$ cat src/logic/eqc_regs.svh
// Register indices, field positions, reset values and automatic zero codes of the equalizer control bank
`ifndef EQC_REGS_SVH
`define EQC_REGS_SVH

// Register indices; byte address is four times the index
`define EQC_IDX_GLOBAL_CTRL 9'h1c2
`define EQC_IDX_ZERO_SEL 9'h1c3
`define EQC_IDX_INT_STATUS 9'h1c8
`define EQC_IDX_INT_CLEAR 9'h1c9
`define EQC_IDX_INT_ENABLE 9'h1ca
`define EQC_IDX_LANE_SETUP 9'h1d0
`define EQC_IDX_LANE_REPORT 9'h1e0

// Global control fields
`define EQC_CTRL_MODE_LSB 0
`define EQC_CTRL_FREEZE_BIT 2
`define EQC_CTRL_ZOVR_BIT 3
`define EQC_CTRL_LOVR_BIT 4

// Lane setup fields
`define EQC_LANE_STR_LSB 0
`define EQC_LANE_LIFT_LSB 5

// Lane report fields
`define EQC_REP_BELOW_BIT 5
`define EQC_REP_ABOVE_BIT 6

// Interrupt status bits
`define EQC_INT_ABOVE_BIT 0
`define EQC_INT_BELOW_BIT 1
`define EQC_INT_LEVEL_BIT 2

// Reset values
`define EQC_RST_GLOBAL_CTRL 8'h00
`define EQC_RST_ZERO_SEL 8'h00
`define EQC_RST_LANE_SETUP 8'h08
`define EQC_RST_INT 3'h0

// Automatic zero codes per lane speed setting
`define EQC_ZERO_RATE01 5'h1f
`define EQC_ZERO_RATE2 5'h1b
`define EQC_ZERO_RATE3 5'h08

`endif

$ cat src/logic/eqc_pkg.sv
// Types shared by the equalizer control bank
package eqc_pkg;
  // Global operating mode
  typedef enum logic [1:0] {
    EQC_MODE_OFF = 2'b00,
    EQC_MODE_ON = 2'b01,
    EQC_MODE_PRE = 2'b10,
    EQC_MODE_POST = 2'b11
  } eqc_mode_t;
  // Lane speed setting
  typedef logic [1:0] eqc_rate_t;
  // Zero frequency code
  typedef logic [4:0] eqc_zero_t;
endpackage : eqc_pkg

$ cat src/logic/eqc_bank.sv
// Equalizer control and status register bank with APB slave, lane fan-out and interrupt
//
// Notes on behaviour
// - mode 1 plus override: lane strength used
// - zero override selects programmed zero code
// - freeze holds adaptation when fully adaptive
// - mode: off-flat, on, precursor, postcursor
// - zero code global, only under override
// - automatic zero: 1f, 1f, 1b, 08
// - zero codes map to fixed frequencies
// - sixteen lane setup registers from 1d0
// - gain lift 0, 2, 4, 6 dB
// - sixteen read-only lane reports from 1e0
// - reported level is thermometer bit count
// - reports carry above and below flags
`timescale 1ns/100ps
`default_nettype none
`include "eqc_regs.svh"
module eqc_bank #(
  parameter int LANES = 16,
  parameter int THERM_W = 16
) (
  input wire logic clk,
  input wire logic rstn,
  input wire logic psel,
  input wire logic penable,
  input wire logic pwrite,
  input wire logic [11:0] paddr,
  input wire logic [31:0] pwdata,
  output logic [31:0] prdata,
  output logic pready,
  output logic pslverr,
  input wire eqc_pkg::eqc_rate_t lane_rate,
  input wire logic [LANES*THERM_W-1:0] lane_therm,
  input wire logic [LANES-1:0] analysis_above_flag,
  input wire logic [LANES-1:0] analysis_below_flag,
  output eqc_pkg::eqc_mode_t eq_operating_mode,
  output logic eq_flat_max_gain,
  output logic level_override,
  output logic adapt_freeze,
  output eqc_pkg::eqc_zero_t zero_code,
  output logic [LANES*5-1:0] lane_strength,
  output logic [LANES*2-1:0] lane_gain_lift,
  output logic irq
);
  import eqc_pkg::*;

  // ----------------------------------------
  // Storage
  // ----------------------------------------
  logic [7:0] ctrl_reg; // Global control
  logic [7:0] ctrl_next;
  logic [7:0] zsel_reg; // Zero select
  logic [7:0] zsel_next;
  logic [7:0] setup_reg [LANES]; // Lane setup
  logic [2:0] int_stat_reg; // Sticky events
  logic [2:0] int_stat_next;
  logic [2:0] int_en_reg; // Interrupt enable
  logic [2:0] int_en_next;
  logic [31:0] rdata_reg; // Read data
  logic [31:0] rdata_next;
  logic [1:0] rate_s1_reg; // Speed setting sync stage 1
  logic [1:0] rate_s2_reg; // Speed setting sync stage 2
  logic mode_flat_reg; // Flat maximum gain drive
  logic lovr_reg; // Level override drive
  logic freeze_reg; // Freeze drive
  eqc_mode_t mode_reg; // Mode drive

  // ----------------------------------------
  // APB decode
  // ----------------------------------------
  wire [8:0] idx = paddr[10:2]; // Register index
  wire aligned = (paddr[1:0] == 2'b00) && !paddr[11];
  wire hit_ctrl = aligned && (idx == `EQC_IDX_GLOBAL_CTRL);
  wire hit_zsel = aligned && (idx == `EQC_IDX_ZERO_SEL);
  wire hit_ist = aligned && (idx == `EQC_IDX_INT_STATUS);
  wire hit_iclr = aligned && (idx == `EQC_IDX_INT_CLEAR);
  wire hit_ien = aligned && (idx == `EQC_IDX_INT_ENABLE);
  wire hit_setup = aligned && ({idx[8:4], 4'h0} == `EQC_IDX_LANE_SETUP);
  wire hit_rep = aligned && ({idx[8:4], 4'h0} == `EQC_IDX_LANE_REPORT);
  wire [3:0] lane_sel = idx[3:0]; // Lane addressed
  wire hit_any = hit_ctrl | hit_zsel | hit_ist | hit_iclr | hit_ien | hit_setup | hit_rep;
  wire access = psel && penable; // Access phase
  wire wr_en = access && pwrite && hit_any; // Write taken this edge

  // Zero wait states; unmapped or misaligned gets an error
  assign pready = access;
  assign pslverr = access && !hit_any;
  assign prdata = rdata_reg;

  // ----------------------------------------
  // Lane status
  // ----------------------------------------
  logic [4:0] lvl [LANES]; // Level in effect per lane
  logic [LANES-1:0] above; // Above flags
  logic [LANES-1:0] below; // Below flags
  logic [LANES-1:0] lvl_chg; // Level change pulses
  logic [LANES-1:0] above_d_reg; // Previous above flags
  logic [LANES-1:0] below_d_reg; // Previous below flags

  // freeze only in fully adaptive mode
  wire freeze_now = (ctrl_reg[1:0] == EQC_MODE_ON) && !ctrl_reg[`EQC_CTRL_LOVR_BIT]
                    && ctrl_reg[`EQC_CTRL_FREEZE_BIT];

  // One status block per lane
  genvar g;
  generate
    for (g = 0; g < LANES; g++) begin : g_lane
      eqc_lane_status #(.THERM_W(THERM_W)) u_stat (
        .clk(clk),
        .rstn(rstn),
        .therm_in(lane_therm[g*THERM_W +: THERM_W]),
        .above_in(analysis_above_flag[g]),
        .below_in(analysis_below_flag[g]),
        .freeze(freeze_now),
        .level(lvl[g]),
        .above(above[g]),
        .below(below[g]),
        .level_chg(lvl_chg[g])
      );
      // Lane strength and gain lift drives from the setup register
      assign lane_strength[g*5 +: 5] = setup_reg[g][`EQC_LANE_STR_LSB +: 5];
      assign lane_gain_lift[g*2 +: 2] = setup_reg[g][`EQC_LANE_LIFT_LSB +: 2];
    end
  endgenerate

  // ----------------------------------------
  // Read mux
  // ----------------------------------------
  // report byte assembly
  wire [7:0] rep_byte = {1'b0, above[lane_sel], below[lane_sel], lvl[lane_sel]};
  always_comb begin
    rdata_next = 32'h0000_0000;
    if (hit_ctrl) begin
      rdata_next[7:0] = ctrl_reg;
    end else if (hit_zsel) begin
      rdata_next[7:0] = zsel_reg;
    end else if (hit_ist) begin
      rdata_next[2:0] = int_stat_reg;
    end else if (hit_ien) begin
      rdata_next[2:0] = int_en_reg;
    end else if (hit_setup) begin
      rdata_next[7:0] = setup_reg[lane_sel];
    end else if (hit_rep) begin
      rdata_next[7:0] = rep_byte;
    end
  end

  // Read data captured in the setup phase
  always_ff @(posedge clk or negedge rstn) begin
    if (!rstn) begin
      rdata_reg <= 32'h0000_0000;
    end else if (psel && !penable) begin
      rdata_reg <= rdata_next;
    end
  end

  // ----------------------------------------
  // Global registers
  // ----------------------------------------
  assign ctrl_next = (wr_en && hit_ctrl) ? pwdata[7:0] : ctrl_reg;
  assign zsel_next = (wr_en && hit_zsel) ? pwdata[7:0] : zsel_reg;
  assign int_en_next = (wr_en && hit_ien) ? pwdata[2:0] : int_en_reg;

  // Global control, zero select and enable
  always_ff @(posedge clk or negedge rstn) begin
    if (!rstn) begin
      ctrl_reg <= `EQC_RST_GLOBAL_CTRL;
      zsel_reg <= `EQC_RST_ZERO_SEL;
      int_en_reg <= `EQC_RST_INT;
    end else begin
      ctrl_reg <= ctrl_next;
      zsel_reg <= zsel_next;
      int_en_reg <= int_en_next;
    end
  end

  generate
    for (g = 0; g < LANES; g++) begin : g_setup
      always_ff @(posedge clk or negedge rstn) begin
        if (!rstn) begin
          setup_reg[g] <= `EQC_RST_LANE_SETUP;
        end else if (wr_en && hit_setup && lane_sel == g) begin
          setup_reg[g] <= pwdata[7:0];
        end
      end
    end
  endgenerate

  // ----------------------------------------
  // Equalizer drives
  // ----------------------------------------
  // mode decode
  wire mode_flat = (ctrl_reg[1:0] == EQC_MODE_OFF);
  // level override only in mode 1
  wire lovr_now = (ctrl_reg[1:0] == EQC_MODE_ON) && ctrl_reg[`EQC_CTRL_LOVR_BIT];

  // Registered mode, override and freeze drives
  always_ff @(posedge clk or negedge rstn) begin
    if (!rstn) begin
      mode_reg <= EQC_MODE_OFF;
      mode_flat_reg <= 1'b1;
      lovr_reg <= 1'b0;
      freeze_reg <= 1'b0;
    end else begin
      mode_reg <= eqc_mode_t'(ctrl_reg[1:0]);
      mode_flat_reg <= mode_flat;
      lovr_reg <= lovr_now;
      freeze_reg <= freeze_now;
    end
  end
  assign eq_operating_mode = mode_reg;
  assign eq_flat_max_gain = mode_flat_reg;
  assign level_override = lovr_reg;
  assign adapt_freeze = freeze_reg;

  // Speed setting synchroniser
  always_ff @(posedge clk or negedge rstn) begin
    if (!rstn) begin
      rate_s1_reg <= 2'h0;
      rate_s2_reg <= 2'h0;
    end else begin
      rate_s1_reg <= lane_rate;
      rate_s2_reg <= rate_s1_reg;
    end
  end

  // code sent as-is, frequency fixed by code
  eqc_zero_sel u_zero (
    .clk(clk),
    .rstn(rstn),
    .rate(rate_s2_reg),
    .zero_override(ctrl_reg[`EQC_CTRL_ZOVR_BIT]),
    .zero_select(zsel_reg[4:0]),
    .zero_code(zero_code)
  );

  // ----------------------------------------
  // Interrupts
  // ----------------------------------------
  wire ev_above = |(above & ~above_d_reg); // Any lane rose above
  wire ev_below = |(below & ~below_d_reg); // Any lane rose below
  wire ev_level = |lvl_chg; // Any level moved
  wire [2:0] ev = {ev_level, ev_below, ev_above};
  wire [2:0] clr = (wr_en && hit_iclr) ? pwdata[2:0] : 3'h0;
  // Set wins over a clear in the same cycle
  assign int_stat_next = (int_stat_reg & ~clr) | ev;

  // Sticky status and edge history
  always_ff @(posedge clk or negedge rstn) begin
    if (!rstn) begin
      int_stat_reg <= `EQC_RST_INT;
      above_d_reg <= '0;
      below_d_reg <= '0;
    end else begin
      int_stat_reg <= int_stat_next;
      above_d_reg <= above;
      below_d_reg <= below;
    end
  end
  assign irq = |(int_stat_reg & int_en_reg);

  // ----------------------------------------
  // Checks
  // ----------------------------------------
  // override low outside mode 1
  chk_override_drive: assert property (@(posedge clk) disable iff (!rstn)
    ctrl_reg[1:0] != 2'b01 |=> !level_override)
    else $error("level override active outside mode 1");
  // flat response only in mode 0
  chk_mode_flat_gain: assert property (@(posedge clk) disable iff (!rstn)
    ##1 eq_flat_max_gain == ($past(ctrl_reg[1:0]) == 2'b00))
    else $error("flat gain drive disagrees with mode");
  chk_freeze_gate: assert property (@(posedge clk) disable iff (!rstn)
    adapt_freeze |-> $past(ctrl_reg[1:0]) == 2'b01 && !$past(ctrl_reg[4]) && $past(ctrl_reg[2]))
    else $error("freeze driven outside fully adaptive mode");
  // lane setup write lands in lane strength
  chk_setup_write: assert property (@(posedge clk) disable iff (!rstn)
    wr_en && hit_setup && lane_sel == 4'h0 |=> lane_strength[4:0] == $past(pwdata[4:0]))
    else $error("lane 0 setup write not applied");
  chk_report_read: assert property (@(posedge clk) disable iff (!rstn)
    psel && !penable && hit_rep |=> prdata[7] == 1'b0 && prdata[31:8] == 24'h0)
    else $error("report read has stray bits");
  // Interrupt stays set until cleared
  chk_int_sticky_set: assert property (@(posedge clk) disable iff (!rstn)
    int_stat_reg[0] && !(wr_en && hit_iclr && pwdata[0]) |=> int_stat_reg[0])
    else $error("sticky status bit dropped without clear");
  // Interrupt output tracks enabled status
  chk_irq_level_out: assert property (@(posedge clk) disable iff (!rstn)
    int_en_reg[0] && int_stat_reg[0] |-> irq)
    else $error("enabled status set but interrupt low");

  cov_override_mode: cover property (@(posedge clk) disable iff (!rstn) level_override);
  cov_freeze_mode: cover property (@(posedge clk) disable iff (!rstn) adapt_freeze);
  cov_report_read: cover property (@(posedge clk) disable iff (!rstn) access && hit_rep);
  cov_irq_raise: cover property (@(posedge clk) disable iff (!rstn) $rose(irq));
endmodule : eqc_bank
`default_nettype wire

$ cat src/logic/eqc_zero_sel.sv
// Zero frequency code selection, programmed or automatic per lane speed
`timescale 1ns/100ps
`default_nettype none
`include "eqc_regs.svh"
module eqc_zero_sel (
  input wire logic clk,
  input wire logic rstn,
  input wire eqc_pkg::eqc_rate_t rate,
  input wire logic zero_override,
  input wire eqc_pkg::eqc_zero_t zero_select,
  output eqc_pkg::eqc_zero_t zero_code
);
  import eqc_pkg::*;

  // ----------------------------------------
  // Automatic code table
  // ----------------------------------------
  eqc_zero_t auto_code; // Code that follows the speed setting
  eqc_zero_t code_next; // Code chosen this cycle
  eqc_zero_t code_reg; // Code driven to the equalizer

  assign auto_code = (rate == 2'h3) ? `EQC_ZERO_RATE3 :
                     (rate == 2'h2) ? `EQC_ZERO_RATE2 : `EQC_ZERO_RATE01;
  assign code_next = zero_override ? zero_select : auto_code;

  // Output register
  always_ff @(posedge clk or negedge rstn) begin
    if (!rstn) begin
      code_reg <= `EQC_ZERO_RATE01;
    end else begin
      code_reg <= code_next;
    end
  end
  assign zero_code = code_reg;

  // ----------------------------------------
  // Checks
  // ----------------------------------------
  // automatic code check
  chk_zero_auto_code: assert property (@(posedge clk) disable iff (!rstn)
    !zero_override && rate == 2'h2 |=> zero_code == 5'h1b)
    else $error("automatic zero code wrong for rate 2");
  chk_zero_override_code: assert property (@(posedge clk) disable iff (!rstn)
    zero_override |=> zero_code == $past(zero_select))
    else $error("programmed zero code not applied");
endmodule : eqc_zero_sel
`default_nettype wire

$ cat src/logic/eqc_lane_status.sv
// One lane's level report: synchronised thermometer count, freeze hold and analysis flags
`timescale 1ns/100ps
`default_nettype none
module eqc_lane_status #(
  parameter int THERM_W = 16
) (
  input wire logic clk,
  input wire logic rstn,
  input wire logic [THERM_W-1:0] therm_in,
  input wire logic above_in,
  input wire logic below_in,
  input wire logic freeze,
  output logic [4:0] level,
  output logic above,
  output logic below,
  output logic level_chg
);
  // ----------------------------------------
  // Pin synchronisers
  // ----------------------------------------
  logic [THERM_W+1:0] sync1_reg; // First stage, read only by second stage
  logic [THERM_W+1:0] sync2_reg; // Second stage
  logic [4:0] count; // Bits set in synced thermometer
  logic [4:0] level_reg; // Level shown to software
  logic above_reg; // Above flag
  logic below_reg; // Below flag
  logic chg_reg; // Level moved this cycle

  // Two-flop synchroniser for all analog status lines
  always_ff @(posedge clk or negedge rstn) begin
    if (!rstn) begin
      sync1_reg <= '0;
      sync2_reg <= '0;
    end else begin
      sync1_reg <= {above_in, below_in, therm_in};
      sync2_reg <= sync1_reg;
    end
  end

  always_comb begin
    count = 5'h00;
    for (int i = 0; i < THERM_W; i++) begin
      count = count + {4'h0, sync2_reg[i]};
    end
  end

  always_ff @(posedge clk or negedge rstn) begin
    if (!rstn) begin
      level_reg <= 5'h00;
      chg_reg <= 1'b0;
    end else begin
      level_reg <= freeze ? level_reg : count;
      chg_reg <= !freeze && (count != level_reg);
    end
  end

  always_ff @(posedge clk or negedge rstn) begin
    if (!rstn) begin
      above_reg <= 1'b0;
      below_reg <= 1'b0;
    end else begin
      above_reg <= sync2_reg[THERM_W+1];
      below_reg <= sync2_reg[THERM_W];
    end
  end

  assign level = level_reg;
  assign above = above_reg;
  assign below = below_reg;
  assign level_chg = chg_reg;

  // ----------------------------------------
  // Checks
  // ----------------------------------------
  // frozen level stays put
  chk_freeze_level_hold: assert property (@(posedge clk) disable iff (!rstn)
    freeze [*2] |-> $stable(level))
    else $error("level moved while adaptation frozen");
  chk_level_count_match: assert property (@(posedge clk) disable iff (!rstn)
    !freeze |=> level == $past(count))
    else $error("reported level is not the thermometer count");
endmodule : eqc_lane_status
`default_nettype wire

$ cat config.mk
export PLATFORM = sky130hd
export DESIGN_NAME = eqc_bank
export DESIGN_NICKNAME = d
export VERILOG_FILES = /design/src/logic/eqc_pkg.sv /design/src/logic/eqc_bank.sv /design/src/logic/eqc_zero_sel.sv /design/src/logic/eqc_lane_status.sv
export VERILOG_INCLUDE_DIRS = /design/src /design/src/logic
export SDC_FILE = /design/constraint.sdc
export NUM_CORES = 1
export LEC_CHECK = 0
export BUFFER_PORTS_ARGS = -buffer_cell sky130_fd_sc_hd__buf_2
export CAP_MARGIN = 20
export CELL_PAD_IN_SITES_DETAIL_PLACEMENT = 1
export CELL_PAD_IN_SITES_GLOBAL_PLACEMENT = 2
export CORE_ASPECT_RATIO = 0.5
export CORE_MARGIN = 4
export CORE_UTILIZATION = 35
export CTS_CLUSTER_SIZE = 28
export DETAILED_ROUTE_END_ITERATION = 10
export PLACE_DENSITY_LB_ADDON = 0.05
export SYNTH_ARGS = -nofsm -noshare
export SYNTH_HDL_FRONTEND = slang
export SYNTH_HIERARCHICAL = 1
export SYNTH_SLANG_ARGS = --single-unit
export TNS_END_PERCENT = 30
$ cat constraint.sdc
create_clock -name clk -period 11.4 [get_ports clk]
set_input_delay 2.28 -clock clk [delete_from_list [all_inputs] [get_ports clk]]
set_output_delay 2.28 -clock clk [all_outputs]
set_load 0.03 [all_outputs]
==> results by group, run 1 <==
Place
  • GP Congestion: 0.765
  • DP Area: 0.0398 mm^2
  • Post-DP HPWL: 64,400 um
  • PortBufs: 447

Synth
  • Synth Cell Area: 0.0368 mm^2
  • Prevailing post-synth register cell: dfrtp_1
  • Post-synth EDFFs: 0
  • Unique masters post-synth: 59
  • Simple-Gate Fraction of Synth Area: 2.91%
  • Compound-Gate Fraction of Synth Area: 2.98%
  • Syn_area_per_cell: 14.5 um^2
  • FFs w/ async S/R, synth: 100%
  • Post-synthesis sequential area ratio: 61.8%
  • Synth Area in Adders: 11.4%
  • Mux cell area share after synthesis: 9.92%
  • Synth Register Bits: 908
  • Syn Inst Count: 2,546
  • Xor/xnor share of the synthesized area: 3.04%
  • Ys Warns: 6
  • Largest family of logic cells by synthesized area: adder cells

Pwr
  • P_int: 6.34 mW
  • Comb power frac: 24.8%
  • Pwr per Cell Area: 209 mW/mm^2
  • Leakage: 21.1 nW
  • Clock power frac: 34.1%
  • Worst VDD drop: 0.102 mV
  • NetSw: 2.64 mW
  • Sequential share of power: 41.1%
  • Overall power: 8.98 mW
  • Sw Share: 29.4%

Timing
  • Period Utilization, post-route: 53.2%
  • Relative slew slack: 20.9%
  • Max-slew violation count: 0
  • Setup violations, final: 0
  • Setup Skew: 0.0241 ns
  • Worst-margin pin slew: 1.18 ns
  • Hold Vio Cnt, Final: 0
  • Unrepaired setup endpoints after global routing: no
  • Min Tclk post-route: 6.07 ns
  • Setup_tns: 0 ns
  • Maximum clock rate: 165 MHz

CTS
  • H-Tree Depth: 3
  • CTS clock-pin slew for the worst setup and hold paths: 0.07 ns
  • CTS buffer count: 86
  • Cts repair resizes: 0
  • Skew-Pair Late Insertion Delay: 0.67 ns
  • CTS tree: done
  • Max Root-Sink Buffers: 3
  • CTS root buffer: clkbuf_16
  • Sink Count: 908
  • Cts-stage hold buffer count: 0
  • Setup Fix Bufs, Post-CTS: 0

Floorplanning
  • Placeable core area: 0.104 mm^2
  • Die width: 467 um
  • Initial core utilization: 35.6%
  • Die height: 237 um
  • Io pins: 496
  • Full die area: 0.111 mm^2
  • # rows: 83

Detailed routing
  • Post-route ant nets: 0
  • Vias: 19,300
  • Initial DRC Count: 805
  • TritonRoute pass-1 iters: 5
  • Vias per cell: 4.36
  • DRC violations left: 0
  • DR WL/cell: 19.9 um
  • Total Wirelength: 87,800 um

Critical path
  • Critical Path End Type: output pin
  • R2R Path Start: g_lane[14].u_stat/sync2_reg[11]
  • Worst r2r path cells: 12
  • R2R Path End: g_lane[14].u_stat/level_chg
  • FF-to-FF setup slack: 7.40 ns
  • Setup CP Type: input pin to output pin
  • Max Fanout on Critical Path: 29
  • Worst EP required: 9.12 ns
  • Arr. time, crit path: 3.79 ns
  • Critical path startpoint category: input pin

Global route
  • GRT Overall Usage: 16.3%
  • Global-route wire length before repair: 136,000 um
  • Largest net degree at the start of global routing: 161
  • Number of global-route vias before repair: 21,800
  • GRT overflow: 0
  • Initial antenna violation count: 22

Hold path
  • HP Class: flip-flop to flip-flop
  • Hold EP: g_lane[1].u_stat/sync2_reg[2]
  • Hold path start: g_lane[1].u_stat/sync1_reg[2]
  • Hold-critical path depth: 0

Layout
  • Area delta synth->final: 16.4%
  • Sequential cell area: 0.0227 mm^2
  • Nets: 3,508
  • # fillers: 10,700
  • Multi-input gate area: 0.0113 mm^2
  • Share of cells above drive strength 1: 30.1%
  • Post-route cell area: 0.0429 mm^2

Job
  • Max Cap Viol: 0

Run status
  • Status: complete, no violations
## per-layer routing
layer	up-vias	track usage (%)	part of all wire (%)
li1	8728	-	-
met1	10100	22.0	44
met2	297	27.1	49
met3	134	3.53	4.5
met4	8	3.59	2.0
met5	-	0	0.047
## synthesized netlist by cell type (3+ instances only)
| library cell | instances | area (um^2) |
|---|---|---|
| mux4_1 | 3 | 78.8 |
| nand4_1 | 8 | 50.1 |
| a31oi_1 | 19 | 119 |
| xnor2_1 | 64 | 561 |
| a21o_1 | 31 | 233 |
| nor3_1 | 18 | 90.1 |
| a211oi_1 | 4 | 30.0 |
| a22oi_1 | 5 | 37.5 |
| nand2b_1 | 8 | 50.1 |
| a221oi_1 | 10 | 87.6 |
| o22ai_1 | 9 | 56.3 |
| ha_1 | 80 | 1000 |
| mux2_2 | 180 | 2030 |
| a21oi_1 | 22 | 110 |
| a21oi_2 | 5 | 43.8 |
| o21ai_0 | 24 | 120 |
| nand3_1 | 19 | 95.1 |
| nor3_2 | 12 | 120 |
| xor2_1 | 64 | 561 |
| buf_2 | 8 | 40.0 |
| o21ai_1 | 33 | 165 |
| nor4_1 | 7 | 43.8 |
| nand2_1 | 84 | 315 |
| nor2b_1 | 13 | 81.3 |
| nor2_1 | 13 | 48.8 |
| inv_1 | 440 | 1650 |
| buf_6 | 3 | 33.8 |
| buf_4 | 138 | 1040 |
| clkbuf_1 | 39 | 146 |
| fa_1 | 160 | 3200 |
| mux2i_1 | 15 | 150 |
| mux4_2 | 62 | 1400 |
| nor2_2 | 9 | 56.3 |
| dfstp_2 | 22 | 578 |
| dfrtp_1 | 886 | 22200 |
## final cells by class
| cell class | count | area share (%) |
|---|---|---|
| clock inverters | 40 | 1.22 |
| clock buffers | 119 | 5.80 |
| flip-flops and latches | 908 | 53.1 |
| multi-input cells | 1030 | 26.2 |
| inverters | 440 | 3.85 |
| repair buffers | 463 | 5.65 |
| diodes | 11 | 0.0642 |
| well taps | 1402 | 4.09 |
## cell families after synthesis
family / count (synthesis)
xor gates and xnor gates: 128
other: 1
DFF: 908
and+or+nand+nor: 206
muxes: 260
AOI/OAI and AO/OA: 172
buffers and inverters: 631
adders and majority gates: 240
## worst max-delay path by stage
stage / slack, ns / start / cells past startpoint / endpoint
after floorplan: 5.56 / paddr[3] / 6 / pslverr
after global placement: 5.24 / paddr[3] / 7 / pslverr
after detailed placement: 5.25 / paddr[3] / 7 / pslverr
after CTS: 5.25 / paddr[3] / 7 / pslverr
after global routing: 5.11 / paddr[3] / 7 / pslverr
final: 5.33 / paddr[3] / 7 / pslverr
## placed cells by master (no fill, tap or decap), types with 14 or more instances in the layout
cell type,instances
a21o_1,31
a21oi_1,22
a31oi_1,19
buf_2,444
buf_4,14
clkbuf_16,87
clkbuf_8,19
clkinv_2,15
conb_1,24
dfrtp_1,886
dfstp_2,22
fa_1,160
ha_1,80
inv_1,440
mux2_2,180
mux2i_1,15
mux4_2,62
nand2_1,84
nand3_1,19
nor3_1,18
o21ai_0,24
o21ai_1,33
xnor2_1,64
xor2_1,64
## stage by stage
| step | std cells | hold slack, ns | util (%) | setup WS [ns] |
|---|---|---|---|---|
| 2_1_floorplan | 2569 | 0.331 | - | 5.56 |
| 3_3_place_gp | 4243 | 0.333 | 38.5 | 5.24 |
| 3_5_place_dp | 4243 | 0.336 | 38.5 | 5.25 |
| 4_1_cts | 4402 | 0.342 | 41.4 | 5.25 |
| 5_1_grt | 4404 | 0.347 | 41.4 | 5.11 |
| 6_report | 4413 | 0.341 | 41.4 | 5.33 |
## power groups by stage
stage	clock network (mW)	logic, mW	registers [mW]
global route	3.33	2.56	3.72
floorplan	0	1.68	3.67
finish	3.06	2.23	3.69
global placement	0	2.25	3.74
CTS	3.20	2.30	3.69
detailed placement	0	2.28	3.75
## worst max-delay path, stage by stage
cell and delay, ns:
buf_4 0.42, and2_1 0.29, a211oi_1 0.09, nor3_1 0.19
a21oi_1 0.11, a21boi_0 0.18, buf_2 0.22
No activity file was read; power rests on OpenSTA's default activity.
==> run 2, diff against run 1 <==
clock period = 4.9 ns   (was 11.4 ns; I/O delays follow)
==> run 2 against run 1 <==
  * Clock skew shrank 0.0039 ns
  * Combinational power rose by 130%
  * Via count grew 1.5%
  * Largest power group unchanged
==> results by group, run 2 (synthesis results as in run 1) <==
Timing
  • Period Utilization, post-route: 82.1%
  • Maximum clock rate: 249 MHz
  • Min Tclk post-route: 4.02 ns
  • Max-slew violation count: 0 (unchanged)
  • Hold slack: 0.279 ns (-0.0621 ns)
  • Hold Vio Cnt, Final: 0 (unchanged)
  • Relative slew slack: 31.6% (+11 points)
  • Setup violations, final: 0 (unchanged)
  • Worst-margin pin slew: 1.02 ns (-0.161 ns)
  • Setup_tns: 0 ns (unchanged)
  • Unrepaired setup endpoints after global routing: no
  • Setup Skew: 0.0202 ns (-0.00388 ns)

Place
  • DP Area: 0.0400 mm^2 (+0.51%)
  • Post-DP HPWL: 65,400 um (+1.6%)
  • DP Cell Count: 4,260 (+0.40%)
  • PortBufs: 447 (unchanged)
  • GP Congestion: 0.767 (+0.17%)

Pwr
  • Worst VDD drop: 0.249 mV (+140%)
  • Pwr per Cell Area: 483 mW/mm^2 (+130%)
  • Leakage: 21.1 nW (+0.38%)

Detailed routing
  • Total Wirelength: 88,300 um (+0.53%)
  • Initial DRC Count: 792 (-1.6%)
  • Vias: 19,500 (+1.5%)
  • DRC violations left: 0 (unchanged)
  • DR WL/cell: 20.0 um (+0.37%)
  • TritonRoute pass-1 iters: 6 (+1)
  • Vias per cell: 4.42 (+1.3%)
  • Post-route ant nets: 0 (unchanged)

CTS
  • Setup Fix Bufs, Post-CTS: 0 (unchanged)
  • CTS clock-pin slew for the worst setup and hold paths: 0.07 ns (about the same)
  • Cts-stage hold buffer count: 0 (unchanged)
  • H-Tree Depth: 3 (unchanged)
  • Cts repair resizes: 0 (unchanged)
  • CTS tree: done
  • CTS buffer count: 86 (unchanged)
  • Skew-Pair Late Insertion Delay: 0.67 ns (about the same)
  • Max Root-Sink Buffers: 3 (unchanged)
  • CTS root buffer: clkbuf_16
  • Sink Count: 908 (unchanged)

Layout
  • Area delta synth->final: 16.6%
  • Share of cells above drive strength 1: 30.4% (+0.29 points)
  • # fillers: 10,600 (-0.48%)
  • Post-route cell area: 0.0430 mm^2 (+0.23%)
  • Most frequent cells in the layout: dfrtp_1 (886), buf_2 (444), inv_1 (440)
  • Commonest non-fill, non-tap cell in the layout: dfrtp_1
  • Nets: 3,525 (+0.48%)
  • Non-Filler Instances: 4,420 (+0.16%)

Job
  • Max Cap Viol: 0 (unchanged)

Floorplanning
  • Placeable core area: 0.104 mm^2 (unchanged)
  • Io pins: 496 (unchanged)
  • Full die area: 0.111 mm^2 (unchanged)
  • Die width: 467 um (unchanged)
  • # rows: 83 (unchanged)
  • Initial core utilization: 35.6% (unchanged)
  • Die height: 237 um (unchanged)

Critical path
  • R2R Path Start: g_lane[9].u_stat/sync2_reg[7]
  • Worst EP required: 5.41 ns (-3.71 ns)
  • Max Fanout on Critical Path: 2 (-93%)
  • Critical path startpoint category: flip-flop
  • Setup CP Type: flip-flop to flip-flop
  • Arr. time, crit path: 4.54 ns (+0.75 ns)
  • Worst r2r path cells: 12 (unchanged)
  • FF-to-FF setup slack: 0.88 ns (-6.52 ns)
  • Critical Path End Type: flip-flop
  • R2R Path End: g_lane[9].u_stat/level_chg

Global route
  • Number of global-route vias before repair: 22,200 (+1.8%)
  • Global-route wire length before repair: 137,000 um (+0.70%)
  • Initial antenna violation count: 25 (+14%)
  • Largest net degree at the start of global routing: 147 (-8.7%)
  • GRT overflow: 0 (unchanged)
  • GRT Overall Usage: 16.4% (+0.11 points)

Run status
  • Status: complete, no violations

Hold path
  • HP Class: input pin to async pin
-- run 2: report_power, final --
part / internal (mW) / switching [mW] / total (mW)
clock network: 4.02 / 2.96 / 6.97
logic: 2.48 / 2.74 / 5.21
registers: 8.13 / 0.445 / 8.58
total: 14.6 / 6.14 / 20.8
-- run 2: worst max-delay path, stage by stage (launching register included) --
cell and delay, ns:
dfrtp_1 0.37, inv_1 0.08, fa_1 0.46, fa_1 0.56, fa_1 0.45, fa_1 0.50, inv_1 0.05, ha_1 0.21
fa_1 0.46, xnor2_1 0.24, xnor2_1 0.10, nor3_1 0.24, a31oi_1 0.15
-- run 2: layout make-up --
class / instances / area, um^2 / area share (%)
clock inverter: 42 / 504 / 1.17
multi-input combinational: 1030 / 11300 / 26.2
tap: 1402 / 1750 / 4.08
clock buffer: 114 / 2420 / 5.63
inverter: 440 / 1650 / 3.84
antenna: 4 / 10.0 / 0.0233
timing repair buffer: 480 / 2630 / 6.11
sequential: 908 / 22700 / 52.9
-- run 2: worst max-delay path by stage --
stage	start	endpoint	depth (start not counted)
floorplan	g_lane[13].u_stat/sync2_reg[0]	g_lane[13].u_stat/level_chg	13
global placement	g_lane[9].u_stat/sync2_reg[7]	g_lane[9].u_stat/level_chg	12
detailed placement	g_lane[9].u_stat/sync2_reg[7]	g_lane[9].u_stat/level_chg	12
CTS	g_lane[9].u_stat/sync2_reg[7]	g_lane[9].u_stat/level_chg	12
global route	g_lane[12].u_stat/sync2_reg[5]	g_lane[12].u_stat/level_chg	13
finish	g_lane[9].u_stat/sync2_reg[7]	g_lane[9].u_stat/level_chg	12
-- run 2: per-layer routing --
metal	up-vias	GRT usage, %	part of all wire [%]
met5	-	0	0.032
met4	6	4.02	2.4
met3	147	3.20	4.0
met2	332	27.2	49
met1	10300	22.2	44
li1	8768	-	-
-- run 2: through the flow --
step / power, mW / utilization, % / setup slack (ns)
6_report: 20.8 / 41.5 / 0.877
5_1_grt: 22.3 / 41.5 / 0.597
4_1_cts: 21.3 / 41.5 / 0.835
3_5_place_dp: 14.1 / 38.7 / 0.869
3_3_place_gp: 14.0 / 38.7 / 0.894
2_1_floorplan: 12.4 / - / 1.25
==> run 3, diff against run 2 <==
clock period = 4.2 ns   (was 4.9 ns; I/O delays follow)
==> run 3 against run 2 <==
  * Die area unchanged
  * Final cell count grew 0.25%
  * Cell area up 0.39%
  * Largest cell class unchanged
  * Critical path depth unchanged
  * Hold slack lost 0.14 ns
  * Non-clock buffer count rose by 10
  * Routed wire length increased by 0.26%
  * Sequential share of layout area shrank 0.21 points
  * Sequential power increased by 17%
  * Setup slack got worse by 0.67 ns
  * Global-route usage hardly changed
==> results by group, run 3 (synthesis results as in run 1) <==
CTS
  • Max Root-Sink Buffers: 3 (unchanged)
  • CTS tree: done
  • CTS buffer count: 84 (-2.3%)
  • Skew-Pair Late Insertion Delay: 0.66 ns (about the same)
  • Sink Count: 908 (unchanged)
  • CTS clock-pin slew for the worst setup and hold paths: 0.06 ns (about the same)
  • H-Tree Depth: 3 (unchanged)
  • Cts-stage hold buffer count: 0 (unchanged)
  • CTS root buffer: clkbuf_16
  • Setup Fix Bufs, Post-CTS: 0 (unchanged)
  • Cts repair resizes: 0 (unchanged)

Timing
  • Setup ws final: 0.202 ns (-0.675 ns)
  • Worst-margin pin slew: 1.20 ns (+0.176 ns)
  • Unrepaired setup endpoints after global routing: no
  • Hold Vio Cnt, Final: 0 (unchanged)
  • Setup violations, final: 0 (unchanged)
  • Min Tclk post-route: 4.00 ns (-0.0253 ns)
  • Relative slew slack: 19.5% (-12 points)
  • Setup_tns: 0 ns (unchanged)
  • Maximum clock rate: 250 MHz (+0.63%)
  • Max-slew violation count: 0 (unchanged)
  • Setup Skew: 0.0207 ns (+0.000573 ns)
  • Period Utilization, post-route: 95.2% (+13 points)

Detailed routing
  • TritonRoute pass-1 iters: 5 (-1)
  • Vias per cell: 4.41 (-0.13%)
  • Initial DRC Count: 874 (+10%)
  • DRC violations left: 0 (unchanged)
  • Vias: 19,600 (+0.12%)
  • Total Wirelength: 88,500 um (+0.26%)
  • DR WL/cell: 20.0 um (about the same)
  • Post-route ant nets: 0 (unchanged)

Critical path
  • Worst EP required: 4.71 ns (-0.70 ns)
  • Critical path startpoint category: flip-flop
  • Critical Path End Type: flip-flop
  • Arr. time, crit path: 4.51 ns (-0.03 ns)
  • Max Fanout on Critical Path: 2 (unchanged)
  • Setup CP Type: flip-flop to flip-flop

Floorplanning
  • Die height: 237 um (unchanged)
  • Initial core utilization: 35.6% (unchanged)
  • # rows: 83 (unchanged)
  • Placeable core area: 0.104 mm^2 (unchanged)
  • Die width: 467 um (unchanged)
  • Full die area: 0.111 mm^2 (unchanged)
  • Io pins: 496 (unchanged)

Global route
  • Number of global-route vias before repair: 22,100 (-0.33%)
  • Largest net degree at the start of global routing: 115 (-22%)
  • Initial antenna violation count: 25 (unchanged)
  • Global-route wire length before repair: 137,000 um (+0.12%)
  • GRT overflow: 0 (unchanged)
  • GRT Overall Usage: 16.3% (-0.028 points)

Pwr
  • Leakage: 21.2 nW (+0.44%)
  • Worst VDD drop: 0.257 mV (+3.6%)
  • Pwr per Cell Area: 567 mW/mm^2 (+17%)
  • Overall power: 24.5 mW (+18%)

Hold path
  • HP Class: input pin to async pin

Layout
  • Share of cells above drive strength 1: 30.7% (+0.28 points)
  • Commonest non-fill, non-tap cell in the layout: dfrtp_1
  • Most frequent cells in the layout: dfrtp_1 (886), buf_2 (444), inv_1 (440)
  • Post-route cell area: 0.0431 mm^2 (+0.39%)
  • Area delta synth->final: 17.1%
  • Nets: 3,533 (+0.23%)

Run status
  • Status: complete, no violations

Place
  • DP Area: 0.0401 mm^2 (+0.16%)
  • GP Congestion: 0.767 (about the same)
  • PortBufs: 447 (unchanged)
  • Post-DP HPWL: 65,900 um (+0.85%)
  • Pre-CTS WS: 0.151 ns (-0.718 ns)

Job
  • Max Cap Viol: 0 (unchanged)
==> run 3: cell count changes in the layout (fill, tap and decap cells not counted), sizes merged <==
cell | previous run | this run
inv | 443 | 446
clkinvlp | 4 | 3
clkbuf | 114 | 119
diode | 4 | 3
buf | 480 | 490
clkinv | 25 | 17
bufinv | 10 | 13
==> run 3: path summary, 6_finish.rpt <==
| path | start | to | slack, ns | cells after the start |
|---|---|---|---|---|
| max in group asynchronous | rstn | g_lane[4].u_stat/sync2_reg[0] | 2.96 | 2 |
| worst max register to register | g_lane[2].u_stat/sync2_reg[5] | g_lane[2].u_stat/level_chg | 0.20 | 12 |
| worst min-delay path | rstn | g_lane[12].u_stat/sync2_reg[5] | 0.14 | 1 |
| worst max-delay path | g_lane[2].u_stat/sync2_reg[5] | g_lane[2].u_stat/level_chg | 0.20 | 12 |
| min in group clk | lane_therm[159] | g_lane[9].u_stat/sync1_reg[15] | 0.28 | 1 |
| worst min register to register | g_lane[4].u_stat/sync1_reg[8] | g_lane[4].u_stat/sync2_reg[8] | 0.34 | 0 |
==> run 3: per-layer routing <==
metal	vias to the layer above	wire length [um]	GRT usage, %
li1	8763	-	-
met1	10300	39100	22.0
met2	349	43300	27.0
met3	133	4040	3.67
met4	8	1970	3.91
met5	-	42	0
==> run 3: final cells by class <==
| class | count | area (um^2) |
|---|---|---|
| fill | 10700 | 60400 |
| sequential | 908 | 22700 |
| multi-input combinational | 1030 | 11300 |
| timing repair buffer | 490 | 2690 |
| clock buffer | 119 | 2460 |
| tap | 1402 | 1750 |
| inverter | 440 | 1650 |
| clock inverter | 39 | 569 |
| antenna | 3 | 7.51 |
==> run 3: metrics by stage <==
| step | hold WS [ns] | utilization (%) | std cells |
|---|---|---|---|
| detailed placement | 0.336 | 38.7 | 4270 |
| floorplan | 0.331 | - | 2569 |
| global placement | 0.333 | 38.7 | 4270 |
| global route | 0.125 | 41.7 | 4430 |
| finish | 0.141 | 41.7 | 4431 |
| CTS | 0.103 | 41.6 | 4428 |
==> run 3: power by group <==
group | switching [mW] | internal (mW)
Clock | 3.47 | 4.91
Combinational | 3.18 | 2.90
Sequential | 0.517 | 9.49
Total | 7.16 | 17.3
==> run 3: critical path, stage by stage (launching register included) <==
cell	delay (ns)
dfrtp_1	0.33
inv_1	0.05
fa_1	0.50
fa_1	0.56
fa_1	0.44
fa_1	0.50
inv_1	0.05
ha_1	0.21
fa_1	0.47
xnor2_1	0.30
xnor2_1	0.10
nor3_1	0.21
a31oi_1	0.12
